File: src/rtl/pcosp_regs.vh
`ifndef PCOSP_REGS_VH
`define PCOSP_REGS_VH

// counter width and special counter values
`define PCOSP_CNT_W         16
`define PCOSP_CNT_ZERO      16'h0000
`define PCOSP_CNT_ONE       16'h0001
`define PCOSP_CNT_ALL_ONES  16'hFFFF
`define PCOSP_DATA_RST      16'h0000

// count clock divider: one tick every DIV_LAST+1 operating clocks
`define PCOSP_DIV_W         4
`define PCOSP_DIV_ZERO      4'h0
`define PCOSP_DIV_ONE       4'h1
`define PCOSP_DIV_LAST      4'h3

// output role select encoding
`define PCOSP_ROLE_MASTER   1'b0
`define PCOSP_ROLE_SLAVE    1'b1

// input edge select encoding
`define PCOSP_EDGE_FALL     2'h0
`define PCOSP_EDGE_RISE     2'h1
`define PCOSP_EDGE_BOTH     2'h2
`define PCOSP_EDGE_BOTH_ALT 2'h3

// channel numbers
`define PCOSP_MASTER_CH_LO  2'h0
`define PCOSP_MASTER_CH_HI  2'h2
`define PCOSP_SLAVE_CH_LO   2'h1
`define PCOSP_SLAVE_CH_HI   2'h3
`define PCOSP_SLAVE_CH_TWO  2'h3

`endif

File: src/rtl/pcosp_edge_det.v
`timescale 1ns/1ps
`include "pcosp_regs.vh"

module pcosp_edge_det (
    // clock and reset
    input  wire       i_clk,
    input  wire       i_reset_n,
    // control
    input  wire       i_clear,
    input  wire [1:0] i_edge_sel,
    // pin
    input  wire       i_pin,
    // result
    output reg        o_edge
);

    reg sample_reg;
    reg prev_reg;
    reg edge_next;

    always @* begin
        case (i_edge_sel)
            `PCOSP_EDGE_FALL: edge_next = prev_reg & ~sample_reg;
            `PCOSP_EDGE_RISE: edge_next = ~prev_reg & sample_reg;
            default:          edge_next = prev_reg ^ sample_reg;
        endcase
    end

    // pin sampled on the operating clock
    always @(posedge i_clk or negedge i_reset_n) begin
        if (!i_reset_n) begin
            sample_reg <= 1'b0;
            prev_reg   <= 1'b0;
            o_edge     <= 1'b0;
        end else if (i_clear) begin
            sample_reg <= 1'b0;
            prev_reg   <= 1'b0;
            o_edge     <= 1'b0;
        end else begin
            sample_reg <= i_pin;
            prev_reg   <= sample_reg;
            o_edge     <= edge_next;
        end
    end

endmodule // pcosp_edge_det

File: src/rtl/pcosp_pair.v
//
// Contract
// - start both trigger bits together; flags set
// - enabled master waits trigger, loads, counts down
// - master zero raises irq, parks all ones
// - plain mode slave starts on master irq
// - output active one tick later, off at zero
// - stop clears flags; counters and pin hold
// - output disabled: pin drives software level bit
// - enabled but stopped: level writes leave pin
// - role bit zero master, one slave output
// - power off stops clock, resets, ignores writes
// - master is channel 0 or 2, slave 1 or 3
// - two-input delay is master data plus two
// - width is capture plus one, plus overflow
// - input pins sampled on operating clock
// - two-input master zero drives output active
// - slave edge captures, clears, irq, output off
// - capture sets or clears overflow flag
// - overflow flag records only that one happened
// - software start acts as master trigger
`timescale 1ns/1ps
`include "pcosp_regs.vh"

module pcosp_pair (
    // clock and reset
    input  wire        i_clk,
    input  wire        i_reset_n,
    // unit control
    input  wire        i_unit_power_enable,
    input  wire        i_master_sel,
    input  wire        i_two_input_mode,
    // trigger bit write pulses
    input  wire        i_start_master,
    input  wire        i_start_slave,
    input  wire        i_stop_master,
    input  wire        i_stop_slave,
    // channel modes
    input  wire        i_master_role,
    input  wire        i_slave_role,
    input  wire [1:0]  i_master_edge_sel,
    input  wire [1:0]  i_slave_edge_sel,
    // data register writes
    input  wire [15:0] i_master_data,
    input  wire        i_master_data_we,
    input  wire [15:0] i_slave_data,
    input  wire        i_slave_data_we,
    // output control
    input  wire        i_output_enable,
    input  wire        i_output_level,
    input  wire        i_output_level_we,
    input  wire        i_level_invert,
    // timer input pins
    input  wire        i_master_input_pin,
    input  wire        i_slave_input_pin,
    // status
    output wire        o_master_enabled,
    output wire        o_slave_enabled,
    output wire [15:0] o_master_count,
    output wire [15:0] o_slave_count,
    output wire [15:0] o_master_data,
    output wire [15:0] o_slave_data,
    output wire        o_overflow_flag,
    output wire [1:0]  o_master_index,
    output wire [1:0]  o_slave_index,
    // events
    output wire        o_master_done_irq,
    output wire        o_slave_done_irq,
    // pulse output pin
    output wire        o_pulse_output_pin
);

    localparam M_WAIT  = 2'h0;
    localparam M_LOAD  = 2'h1;
    localparam M_COUNT = 2'h2;

    localparam S_IDLE  = 2'h0;
    localparam S_LOAD  = 2'h1;
    localparam S_DOWN  = 2'h2;
    localparam S_UP    = 2'h3;

    function [15:0] pcosp_step;
        input [15:0] cnt;
        input        up;
        begin
            if (up) begin
                pcosp_step = cnt + `PCOSP_CNT_ONE;
            end else begin
                pcosp_step = cnt - `PCOSP_CNT_ONE;
            end
        end
    endfunction

    reg  [3:0]  div_reg;
    reg         tick_reg;
    reg         master_en_reg;
    reg         slave_en_reg;
    reg  [1:0]  m_state_reg;
    reg  [1:0]  s_state_reg;
    reg  [15:0] m_cnt_reg;
    reg  [15:0] s_cnt_reg;
    reg  [15:0] m_data_reg;
    reg  [15:0] s_data_reg;
    reg         m_irq_reg;
    reg         s_irq_reg;
    reg         ovf_pend_reg;
    reg         ovf_reg;
    reg         sw_level_reg;
    reg         pin_reg;
    reg  [1:0]  m_idx_reg;
    reg  [1:0]  s_idx_reg;

    wire        clr;
    wire        m_edge;
    wire        s_edge;
    wire        m_trig;
    wire        s_go;
    wire        act_level;
    wire        sw_level_now;

    // power off holds everything but the channel numbers at initial values
    assign clr = ~i_unit_power_enable;

    assign act_level    = ~i_level_invert;
    assign sw_level_now = i_output_level_we ? i_output_level : sw_level_reg;

    assign o_master_enabled   = master_en_reg;
    assign o_slave_enabled    = slave_en_reg;
    assign o_master_count     = m_cnt_reg;
    assign o_slave_count      = s_cnt_reg;
    assign o_master_data      = m_data_reg;
    assign o_slave_data       = s_data_reg;
    assign o_overflow_flag    = ovf_reg;
    assign o_master_index     = m_idx_reg;
    assign o_slave_index      = s_idx_reg;
    assign o_master_done_irq  = m_irq_reg;
    assign o_slave_done_irq   = s_irq_reg;
    assign o_pulse_output_pin = pin_reg;

    // pins sampled on the operating clock
    pcosp_edge_det u_master_edge (
        .i_clk      (i_clk),
        .i_reset_n  (i_reset_n),
        .i_clear    (clr),
        .i_edge_sel (i_master_edge_sel),
        .i_pin      (i_master_input_pin),
        .o_edge     (m_edge)
    );

    pcosp_edge_det u_slave_edge (
        .i_clk      (i_clk),
        .i_reset_n  (i_reset_n),
        .i_clear    (clr),
        .i_edge_sel (i_slave_edge_sel),
        .i_pin      (i_slave_input_pin),
        .o_edge     (s_edge)
    );

    // start trigger: pin edge or software start while enabled
    assign m_trig = master_en_reg & (m_edge | i_start_master) &
                    (i_master_role == `PCOSP_ROLE_MASTER);

    // slave starts from the master completion event
    assign s_go = m_irq_reg & slave_en_reg &
                  (i_slave_role == `PCOSP_ROLE_SLAVE);

    // count clock enable divider, stopped while powered off
    always @(posedge i_clk or negedge i_reset_n) begin
        if (!i_reset_n) begin
            div_reg  <= `PCOSP_DIV_ZERO;
            tick_reg <= 1'b0;
        end else if (clr) begin
            div_reg  <= `PCOSP_DIV_ZERO;
            tick_reg <= 1'b0;
        end else if (div_reg == `PCOSP_DIV_LAST) begin
            div_reg  <= `PCOSP_DIV_ZERO;
            tick_reg <= 1'b1;
        end else begin
            div_reg  <= div_reg + `PCOSP_DIV_ONE;
            tick_reg <= 1'b0;
        end
    end

    // channel numbers of the pair
    always @(posedge i_clk or negedge i_reset_n) begin
        if (!i_reset_n) begin
            m_idx_reg <= `PCOSP_MASTER_CH_LO;
            s_idx_reg <= `PCOSP_SLAVE_CH_LO;
        end else begin
            m_idx_reg <= i_master_sel ? `PCOSP_MASTER_CH_HI : `PCOSP_MASTER_CH_LO;
            if (i_two_input_mode) begin
                s_idx_reg <= `PCOSP_SLAVE_CH_TWO;
            end else begin
                s_idx_reg <= i_master_sel ? `PCOSP_SLAVE_CH_HI : `PCOSP_SLAVE_CH_LO;
            end
        end
    end

    // enabled flags: set by start, cleared by stop
    always @(posedge i_clk or negedge i_reset_n) begin
        if (!i_reset_n) begin
            master_en_reg <= 1'b0;
            slave_en_reg  <= 1'b0;
        end else if (clr) begin
            master_en_reg <= 1'b0;
            slave_en_reg  <= 1'b0;
        end else begin
            if (i_stop_master) begin
                master_en_reg <= 1'b0;
            end else if (i_start_master) begin
                master_en_reg <= 1'b1;
            end
            if (i_stop_slave) begin
                slave_en_reg <= 1'b0;
            end else if (i_start_slave) begin
                slave_en_reg <= 1'b1;
            end
        end
    end

    // master channel: one-count delay counter
    always @(posedge i_clk or negedge i_reset_n) begin
        if (!i_reset_n) begin
            m_state_reg <= M_WAIT;
            m_cnt_reg   <= `PCOSP_CNT_ZERO;
            m_data_reg  <= `PCOSP_DATA_RST;
            m_irq_reg   <= 1'b0;
        end else if (clr) begin
            m_state_reg <= M_WAIT;
            m_cnt_reg   <= `PCOSP_CNT_ZERO;
            m_data_reg  <= `PCOSP_DATA_RST;
            m_irq_reg   <= 1'b0;
        end else begin
            m_irq_reg <= 1'b0;
            if (i_master_data_we) begin
                m_data_reg <= i_master_data;
            end
            if (i_stop_master) begin
                m_state_reg <= M_WAIT;
            end else begin
                case (m_state_reg)
                    M_WAIT: begin
                        if (m_trig) begin
                            m_state_reg <= M_LOAD;
                        end
                    end
                    M_LOAD: begin
                        if (tick_reg) begin
                            m_cnt_reg   <= m_data_reg;
                            m_state_reg <= M_COUNT;
                        end
                    end
                    M_COUNT: begin
                        if (tick_reg) begin
                            if (m_cnt_reg == `PCOSP_CNT_ZERO) begin
                                m_irq_reg   <= 1'b1;
                                m_cnt_reg   <= `PCOSP_CNT_ALL_ONES;
                                m_state_reg <= M_WAIT;
                            end else begin
                                m_cnt_reg <= pcosp_step(m_cnt_reg, 1'b0);
                            end
                        end
                    end
                    default: begin
                        m_state_reg <= M_WAIT;
                    end
                endcase
            end
        end
    end

    // slave channel: pulse width counter or width capture, plus output pin
    always @(posedge i_clk or negedge i_reset_n) begin
        if (!i_reset_n) begin
            s_state_reg  <= S_IDLE;
            s_cnt_reg    <= `PCOSP_CNT_ZERO;
            s_data_reg   <= `PCOSP_DATA_RST;
            s_irq_reg    <= 1'b0;
            ovf_pend_reg <= 1'b0;
            ovf_reg      <= 1'b0;
            sw_level_reg <= 1'b0;
            pin_reg      <= 1'b0;
        end else if (clr) begin
            s_state_reg  <= S_IDLE;
            s_cnt_reg    <= `PCOSP_CNT_ZERO;
            s_data_reg   <= `PCOSP_DATA_RST;
            s_irq_reg    <= 1'b0;
            ovf_pend_reg <= 1'b0;
            ovf_reg      <= 1'b0;
            sw_level_reg <= 1'b0;
            pin_reg      <= 1'b0;
        end else begin
            s_irq_reg <= 1'b0;
            if (i_slave_data_we) begin
                s_data_reg <= i_slave_data;
            end
            if (i_output_level_we) begin
                sw_level_reg <= i_output_level;
            end
            if (i_stop_slave) begin
                s_state_reg <= S_IDLE;
            end else begin
                case (s_state_reg)
                    S_IDLE: begin
                        if (s_go) begin
                            s_state_reg <= S_LOAD;
                        end
                    end
                    S_LOAD: begin
                        if (tick_reg) begin
                            if (i_output_enable) begin
                                pin_reg <= act_level;
                            end
                            if (i_two_input_mode) begin
                                s_cnt_reg    <= `PCOSP_CNT_ZERO;
                                ovf_pend_reg <= 1'b0;
                                s_state_reg  <= S_UP;
                            end else begin
                                s_cnt_reg   <= s_data_reg;
                                s_state_reg <= S_DOWN;
                            end
                        end
                    end
                    S_DOWN: begin
                        if (tick_reg) begin
                            if (s_cnt_reg == `PCOSP_CNT_ZERO) begin
                                s_irq_reg   <= 1'b1;
                                s_cnt_reg   <= `PCOSP_CNT_ALL_ONES;
                                s_state_reg <= S_IDLE;
                                if (i_output_enable) begin
                                    pin_reg <= ~act_level;
                                end
                            end else begin
                                s_cnt_reg <= pcosp_step(s_cnt_reg, 1'b0);
                            end
                        end
                    end
                    S_UP: begin
                        if (s_edge) begin
                            s_data_reg   <= s_cnt_reg;
                            s_cnt_reg    <= `PCOSP_CNT_ZERO;
                            s_irq_reg    <= 1'b1;
                            ovf_reg      <= ovf_pend_reg;
                            ovf_pend_reg <= 1'b0;
                            s_state_reg  <= S_IDLE;
                            if (i_output_enable) begin
                                pin_reg <= ~act_level;
                            end
                        end else if (tick_reg) begin
                            s_cnt_reg <= pcosp_step(s_cnt_reg, 1'b1);
                            if (s_cnt_reg == `PCOSP_CNT_ALL_ONES) begin
                                ovf_pend_reg <= 1'b1;
                            end
                        end
                    end
                    default: begin
                        s_state_reg <= S_IDLE;
                    end
                endcase
            end
            // output disabled: pin follows the software level bit
            if (!i_output_enable) begin
                pin_reg <= sw_level_now;
            end
        end
    end

endmodule // pcosp_pair

File: config.mk
export PLATFORM = sky130hd
export DESIGN_NAME = pcosp_pair
export DESIGN_NICKNAME = d
export VERILOG_FILES = /design/src/rtl/pcosp_edge_det.v /design/src/rtl/pcosp_pair.v
export VERILOG_INCLUDE_DIRS = /design/src /design/src/rtl
export SDC_FILE = /design/constraint.sdc
export NUM_CORES = 1
export LEC_CHECK = 0
export BUFFER_PORTS_ARGS = -buffer_cell sky130_fd_sc_hd__buf_2
export CORE_AREA = 2 2 114 116
export DETAILED_ROUTE_END_ITERATION = 10
export DIE_AREA = 0 0 116 118
export GPL_TIMING_DRIVEN = 0
export PLACE_DENSITY_LB_ADDON = 0.25
export SETUP_SLACK_MARGIN = 0.1
export SLEW_MARGIN = 20
export SYNTH_ARGS = -nofsm -noshare
export SYNTH_HDL_FRONTEND = slang
export SYNTH_HIERARCHICAL = 1
export SYNTH_SLANG_ARGS = --single-unit
File: constraint.sdc
create_clock -name i_clk -period 5.9 [get_ports i_clk]
set_input_delay 0.885 -clock i_clk [delete_from_list [all_inputs] [get_ports i_clk]]
set_output_delay 0.885 -clock i_clk [all_outputs]
set_load 0.02 [all_outputs]
Word level (Yosys, flattened, before mapping):

Cells that the tools add are included.

* bits of input ports: 55
* logic and storage cells: 191
* output and inout port bits: 74
* register bits after elaboration: 91

* bitwise gates (word level): 17
* multiplexer cells: 92
* $add $sub $neg: 4
* reductions and logical operators: 13
* equality and inequality tests: 41

Operators with widths (count)
* $mux W16: 20
* $pmux W16 S3: 1
* $mux W1: 45
* $ne A4 B4 Y1 const B: 11
* $logic_not A16 Y1: 2
* $mux W2: 16
* $pmux W16 S2: 1
* $sub A16 B1 Y16 const B: 2
* $ne A3 B3 Y1 const B: 6
* $add A16 B1 Y16 const B: 1
* $eq A16 B16 Y1 const B: 1
* $ne A4 B3 Y1 const B: 4
* $ne A3 B1 Y1 const B: 4
* $reduce_and A6 Y1: 2
* $reduce_and A5 Y1: 2
* $and A1 B1 Y1: 8
* $eq A2 B1 Y1 const B: 4
* $logic_not A2 Y1: 4
* $mux W4: 2
* $pmux W1 S2: 4
* $pmux W2 S4: 1
* $reduce_and A4 Y1: 2
* $eq A2 B2 Y1 const B: 3
* $ne A2 B1 Y1 const B: 3
* 11 further kinds: 18

Depth between registers and ports, before layout:

* word-level depth: 7
* depth in mapped cells: 9
* depth with buffers taken out: 7

By module:

The synthesis kept the hierarchy.

By module, submodules not included
* pcosp_pair: cells each 592, seq. area each 2077.0 µm², times used 1, area each 5177.5 µm²
* pcosp_edge_det: cells each 12, seq. area each 75.1 µm², times used 2, area each 141.4 µm²

Worst setup path after synthesis:

OpenSTA, ideal clock, no wires.

* path type: flip-flop to flip-flop
* start: reg s_cnt_reg[0] (netlist: o_slave_count[0])
* end: reg s_cnt_reg[13] (netlist: o_slave_count[13])
* clock period less this slack: 2.419 ns
* slack: 3.481 ns
* data arrival time: 2.332 ns
* cell stages (with the launch flop): 9
* cells stage by stage: dfrtp_1 -> clkbuf_1 -> inv_1 -> ha_1 -> or4b_1 -> nor4_4 -> a31oi_2 -> a41o_1 -> a211oi_2

* word-level cells in the longest chain between the ends: 6
* elaborated cells on any way between the ends: 10
* classes of those cells: add/sub (2); mux (7); reduce/logical (1)

Ends and longest elaborated chain
* from (decl): RTL line pcosp_pair.v:101 `reg [15:0] s_cnt_reg;`
* from (signal assigned): RTL line pcosp_pair.v:276 `` s_cnt_reg <= `PCOSP_CNT_ZERO; ``
* from (signal assigned): RTL line pcosp_pair.v:285 `` s_cnt_reg <= `PCOSP_CNT_ZERO; ``
* from (signal assigned): RTL line pcosp_pair.v:315 `` s_cnt_reg <= `PCOSP_CNT_ZERO; ``
* $add A16 B1 Y16 (no line) (tied with other cells)
* $mux W16, on equally long branches: RTL line pcosp_pair.v:349, pcosp_pair.v:326
* $mux W16, on equally long branches: RTL line pcosp_pair.v:339, pcosp_pair.v:325
* $pmux W16 S3 *: RTL line pcosp_pair.v:303 `case (s_state_reg)`
* $mux W16 *: RTL line pcosp_pair.v:300 `if (i_stop_slave) begin`
* $mux W16 *: RTL line pcosp_pair.v:283 `end else if (clr) begin`

Every way passes the cells marked *; elsewhere a longest branch is shown, timed or not. The select of a mux whose other input is x is not followed.
A chain may end at the register's enable or synchronous reset.

Final worst setup path:

* start: reg s_state_reg[0]
* end: reg s_cnt_reg[14] (netlist: o_slave_count[14])

* word-level cells in the longest chain between the ends: 4
* elaborated cells on any way between the ends: 11
* classes of those cells: eq/ne (7); mux (3); reduce/logical (1)

Ends and longest elaborated chain
* from (decl): RTL line pcosp_pair.v:99 `reg [1:0] s_state_reg;`
* from (signal assigned): RTL line pcosp_pair.v:275 `s_state_reg <= S_IDLE;`
* from (signal assigned): RTL line pcosp_pair.v:284 `s_state_reg <= S_IDLE;`
* from (signal assigned): RTL line pcosp_pair.v:301 `s_state_reg <= S_IDLE;`
* $eq A2 B2 Y1 or $eq A2 B1 Y1 (tied branches): RTL line pcosp_pair.v:303
* $pmux W16 S3: RTL line pcosp_pair.v:303
* $mux W16: RTL line pcosp_pair.v:300
* $mux W16: RTL line pcosp_pair.v:283
* to (signal assigned): RTL line pcosp_pair.v:285
* to (signal assigned): RTL line pcosp_pair.v:315
* to (signal assigned): RTL line pcosp_pair.v:319 `s_cnt_reg <= s_data_reg;`

Several ways; a longest one is shown, not always the timed one. The select of a mux whose other input is x is not followed.

==> out/qor.csv <==
metric,value,unit
crit_cells,9,
yosysSeqAreaShare,40.8,%
synth_area,5460,µm²
drt_iter0_drc,591,
core_area,12400,µm²
p_comb_share,14.8,%
die_w,116,µm
maxCapViolCount,0,
clock_sinks,89,
numCtsBuffers,9,
p_switching,0.429,mW
p_int,1.01,mW
final_cell_area,6620,µm²
ys_ff_latch,89,
synthesis.nets,685,
cts_root_buffer,clkbuf_16,
area_delta_synth_final,21.2,%
synthMuxAreaShare,6.65,%
grt_use_total,26.1,%
synth_xor_area_share,1.44,%
worstMarginPinSlew,0.792,ns
die_h,118,µm
synthCells,616,
required,6.13,ns
synth.avg_cell_area,8.86,µm²
status,finished clean,
clockPowerShare,39.8,%
crit_chain,inv_1 -> ha_1 -> clkbuf_1 -> inv_2 -> a311oi_1 -> a21o_1 -> clkbuf_1 -> nor2_1 -> a221o_1,
fin_hold_ws,0.434,ns
start_kind,flop,
seq_power_share,45.4,%
slew_violations,0,
crit_top_cell,clkbuf_1,
gp_congestion,0.930,
synth-compound-area-share,21.5,%
reg2reg_setup_slack,2.77,ns
async_reset_ff_share,100,%
cp_num_buf_inv,4,
rows,41,
routedWlPerCell,18.8,µm
highest_layer,met4,
swShare,29.7,%
dieArea,13700,µm²
critPathTopFamily,buffers and inverters,
drt_pass1_iterations,5,
num-fill-cells,1197,
h-tree-depth,3,
synthAdderAreaFrac,3.21,%
timing.final.crit_share,53.1,%
m1WireLength,7.49,mm
synth_edf_count,0,
cpPeakStageDelay,0.49,ns
port_buffers,124,
synth_top_flop_cell,dfrtp_1,
r2r_cells,9,
cts_setup_buffers,0,
wl_met2,8.19,mm
vdd_ir_drop_max,0.129,mV
multiInputGateArea,2930,µm²
synth_common_cells,"89 x dfrtp_1, 89 x nor2_1, 39 x clkbuf_1, 35 x a21oi_1, 35 x o21ai_0",
grt_max_degree,49,
antenna_left,0,
crit_type,reg2reg,
yosys.cell_types.count,72,
cts.hold.buffers_added,0,
vias,5436,
dr_wl_met3,1.31,mm
rr_startpoint,s_state_reg[0],
clockBufferDepth,2,
drc,0,
final_nets,821,
hp-class,in2async,
r2r-end,o_slave_count[14],
cts_tree,done,
wirelength,17.5,mm
cp.arrival,3.36,ns
hpwl,12.9,mm
synth_top_area_share,40.8,%
setup_viol,0,
end_kind,flop,
yosys.area_share.simple,20.6,%
detail_route.vias_per_cell,5.85,
grt_pass1_wl,27.8,mm
finalCriticalPeriod,3.13,ns
ys_warn_count,6,
synth_top_area_cell,dfrtp_1,
critPathMaxFanout,10,
ios,129,
cp-startpoint,s_state_reg[0],
leakagePower,3.12,nW
finalHoldViolCount,0,
layout-drive-gt1-share,22.6,%
synth_top_family_by_area,compound AO/OA/AOI/OAI gates,
rsz0062_at_grt,no,
seq_area,2230,µm²
ctsResizeCount,0,
fin_util,53.3,%
skew,0.0106,ns
slowest_stage,clkbuf_1,
grt_pass1_vias,5234,
relSlewSlack,46.7,%
total_power,1.44,mW
clk_latency,0.36,ns
diodes,0,
tns,0,ns
grt_antenna_before_repair,0,
synth_area_leaders,"dfrtp_1 41%, mux2i_1 6.2%, nor2_1 6.1%",
power_density,218,nW/µm²
path_clk_slew,0.07,ns
initial_core_util,44.0,%
post_dp_cell_area,6330,µm²
grt-ovfl-total,0,
crit_end,o_slave_count[14],
fmax,319,MHz
## cell usage in the layout (no fill, tap or decap), types with 9 or more instances in the layout
cell type,n
buf_2,128
nor2_1,89
dfrtp_1,89
clkbuf_1,39
o21ai_0,35
a21oi_1,35
mux2i_1,34
nor3_1,27
a211oi_1,24
inv_1,23
nand2_1,23
o31ai_1,14
ha_1,14
nand3_1,12
nor4_1,11
clkbuf_16,9
## routing by layer
metal	global-route usage, %	vias to the layer above
li1	-	2523
met1	36.1	2616
met2	39.9	260
met3	5.25	37
met4	10.9	0
met5	0	-
## cells by family (layout without fill, tap and decap cells)
group	Yosys count	in the layout
and+or+nand+nor	220	220
AOI/OAI and AO/OA	171	171
DFF	89	89
buffers and inverters	75	216
muxes	36	36
adders and majority gates	14	14
xor gates and xnor gates	9	9
other	2	2
## stage by stage
step | setup WS, ns | std cells
2_1_floorplan | 3.48 | 616
3_3_place_gp | 2.97 | 912
3_5_place_dp | 2.93 | 913
4_1_cts | 2.92 | 929
5_1_grt | 2.70 | 929
6_report | 2.77 | 929
## worst min-delay path by stage
| stage | startpoint | end | depth (start not counted) |
|---|---|---|---|
| floorplan | div_reg[0] | div_reg[0] | 1 |
| global placement | div_reg[0] | div_reg[0] | 1 |
| detailed placement | div_reg[0] | div_reg[0] | 1 |
| CTS | i_reset_n | o_master_count[7] | 1 |
| global route | i_reset_n | o_master_count[4] | 1 |
| finish | i_reset_n | o_master_count[7] | 1 |
## cell type report
| cell class | count | area share [%] |
|---|---|---|
| Multi-Input combinational cell | 452 | 44.2 |
| Sequential cell | 89 | 33.6 |
| Timing Repair Buffer | 125 | 9.89 |
| Clock buffer | 10 | 3.61 |
| Buffer | 51 | 3.27 |
| Tap cell | 172 | 3.25 |
| Inverter | 24 | 1.36 |
| Clock inverter | 6 | 0.756 |
## power by group through the flow
stage          Sequential (mW)  Clock (mW)  Combinational (mW)
3_5_place_dp             0.667           0               0.212
2_1_floorplan            0.685           0               0.102
6_report                 0.655       0.575               0.214
3_3_place_gp             0.666           0               0.206
4_1_cts                  0.655       0.581               0.214
5_1_grt                  0.658       0.607               0.233
Note: power is estimated with default switching activity, not from simulation.
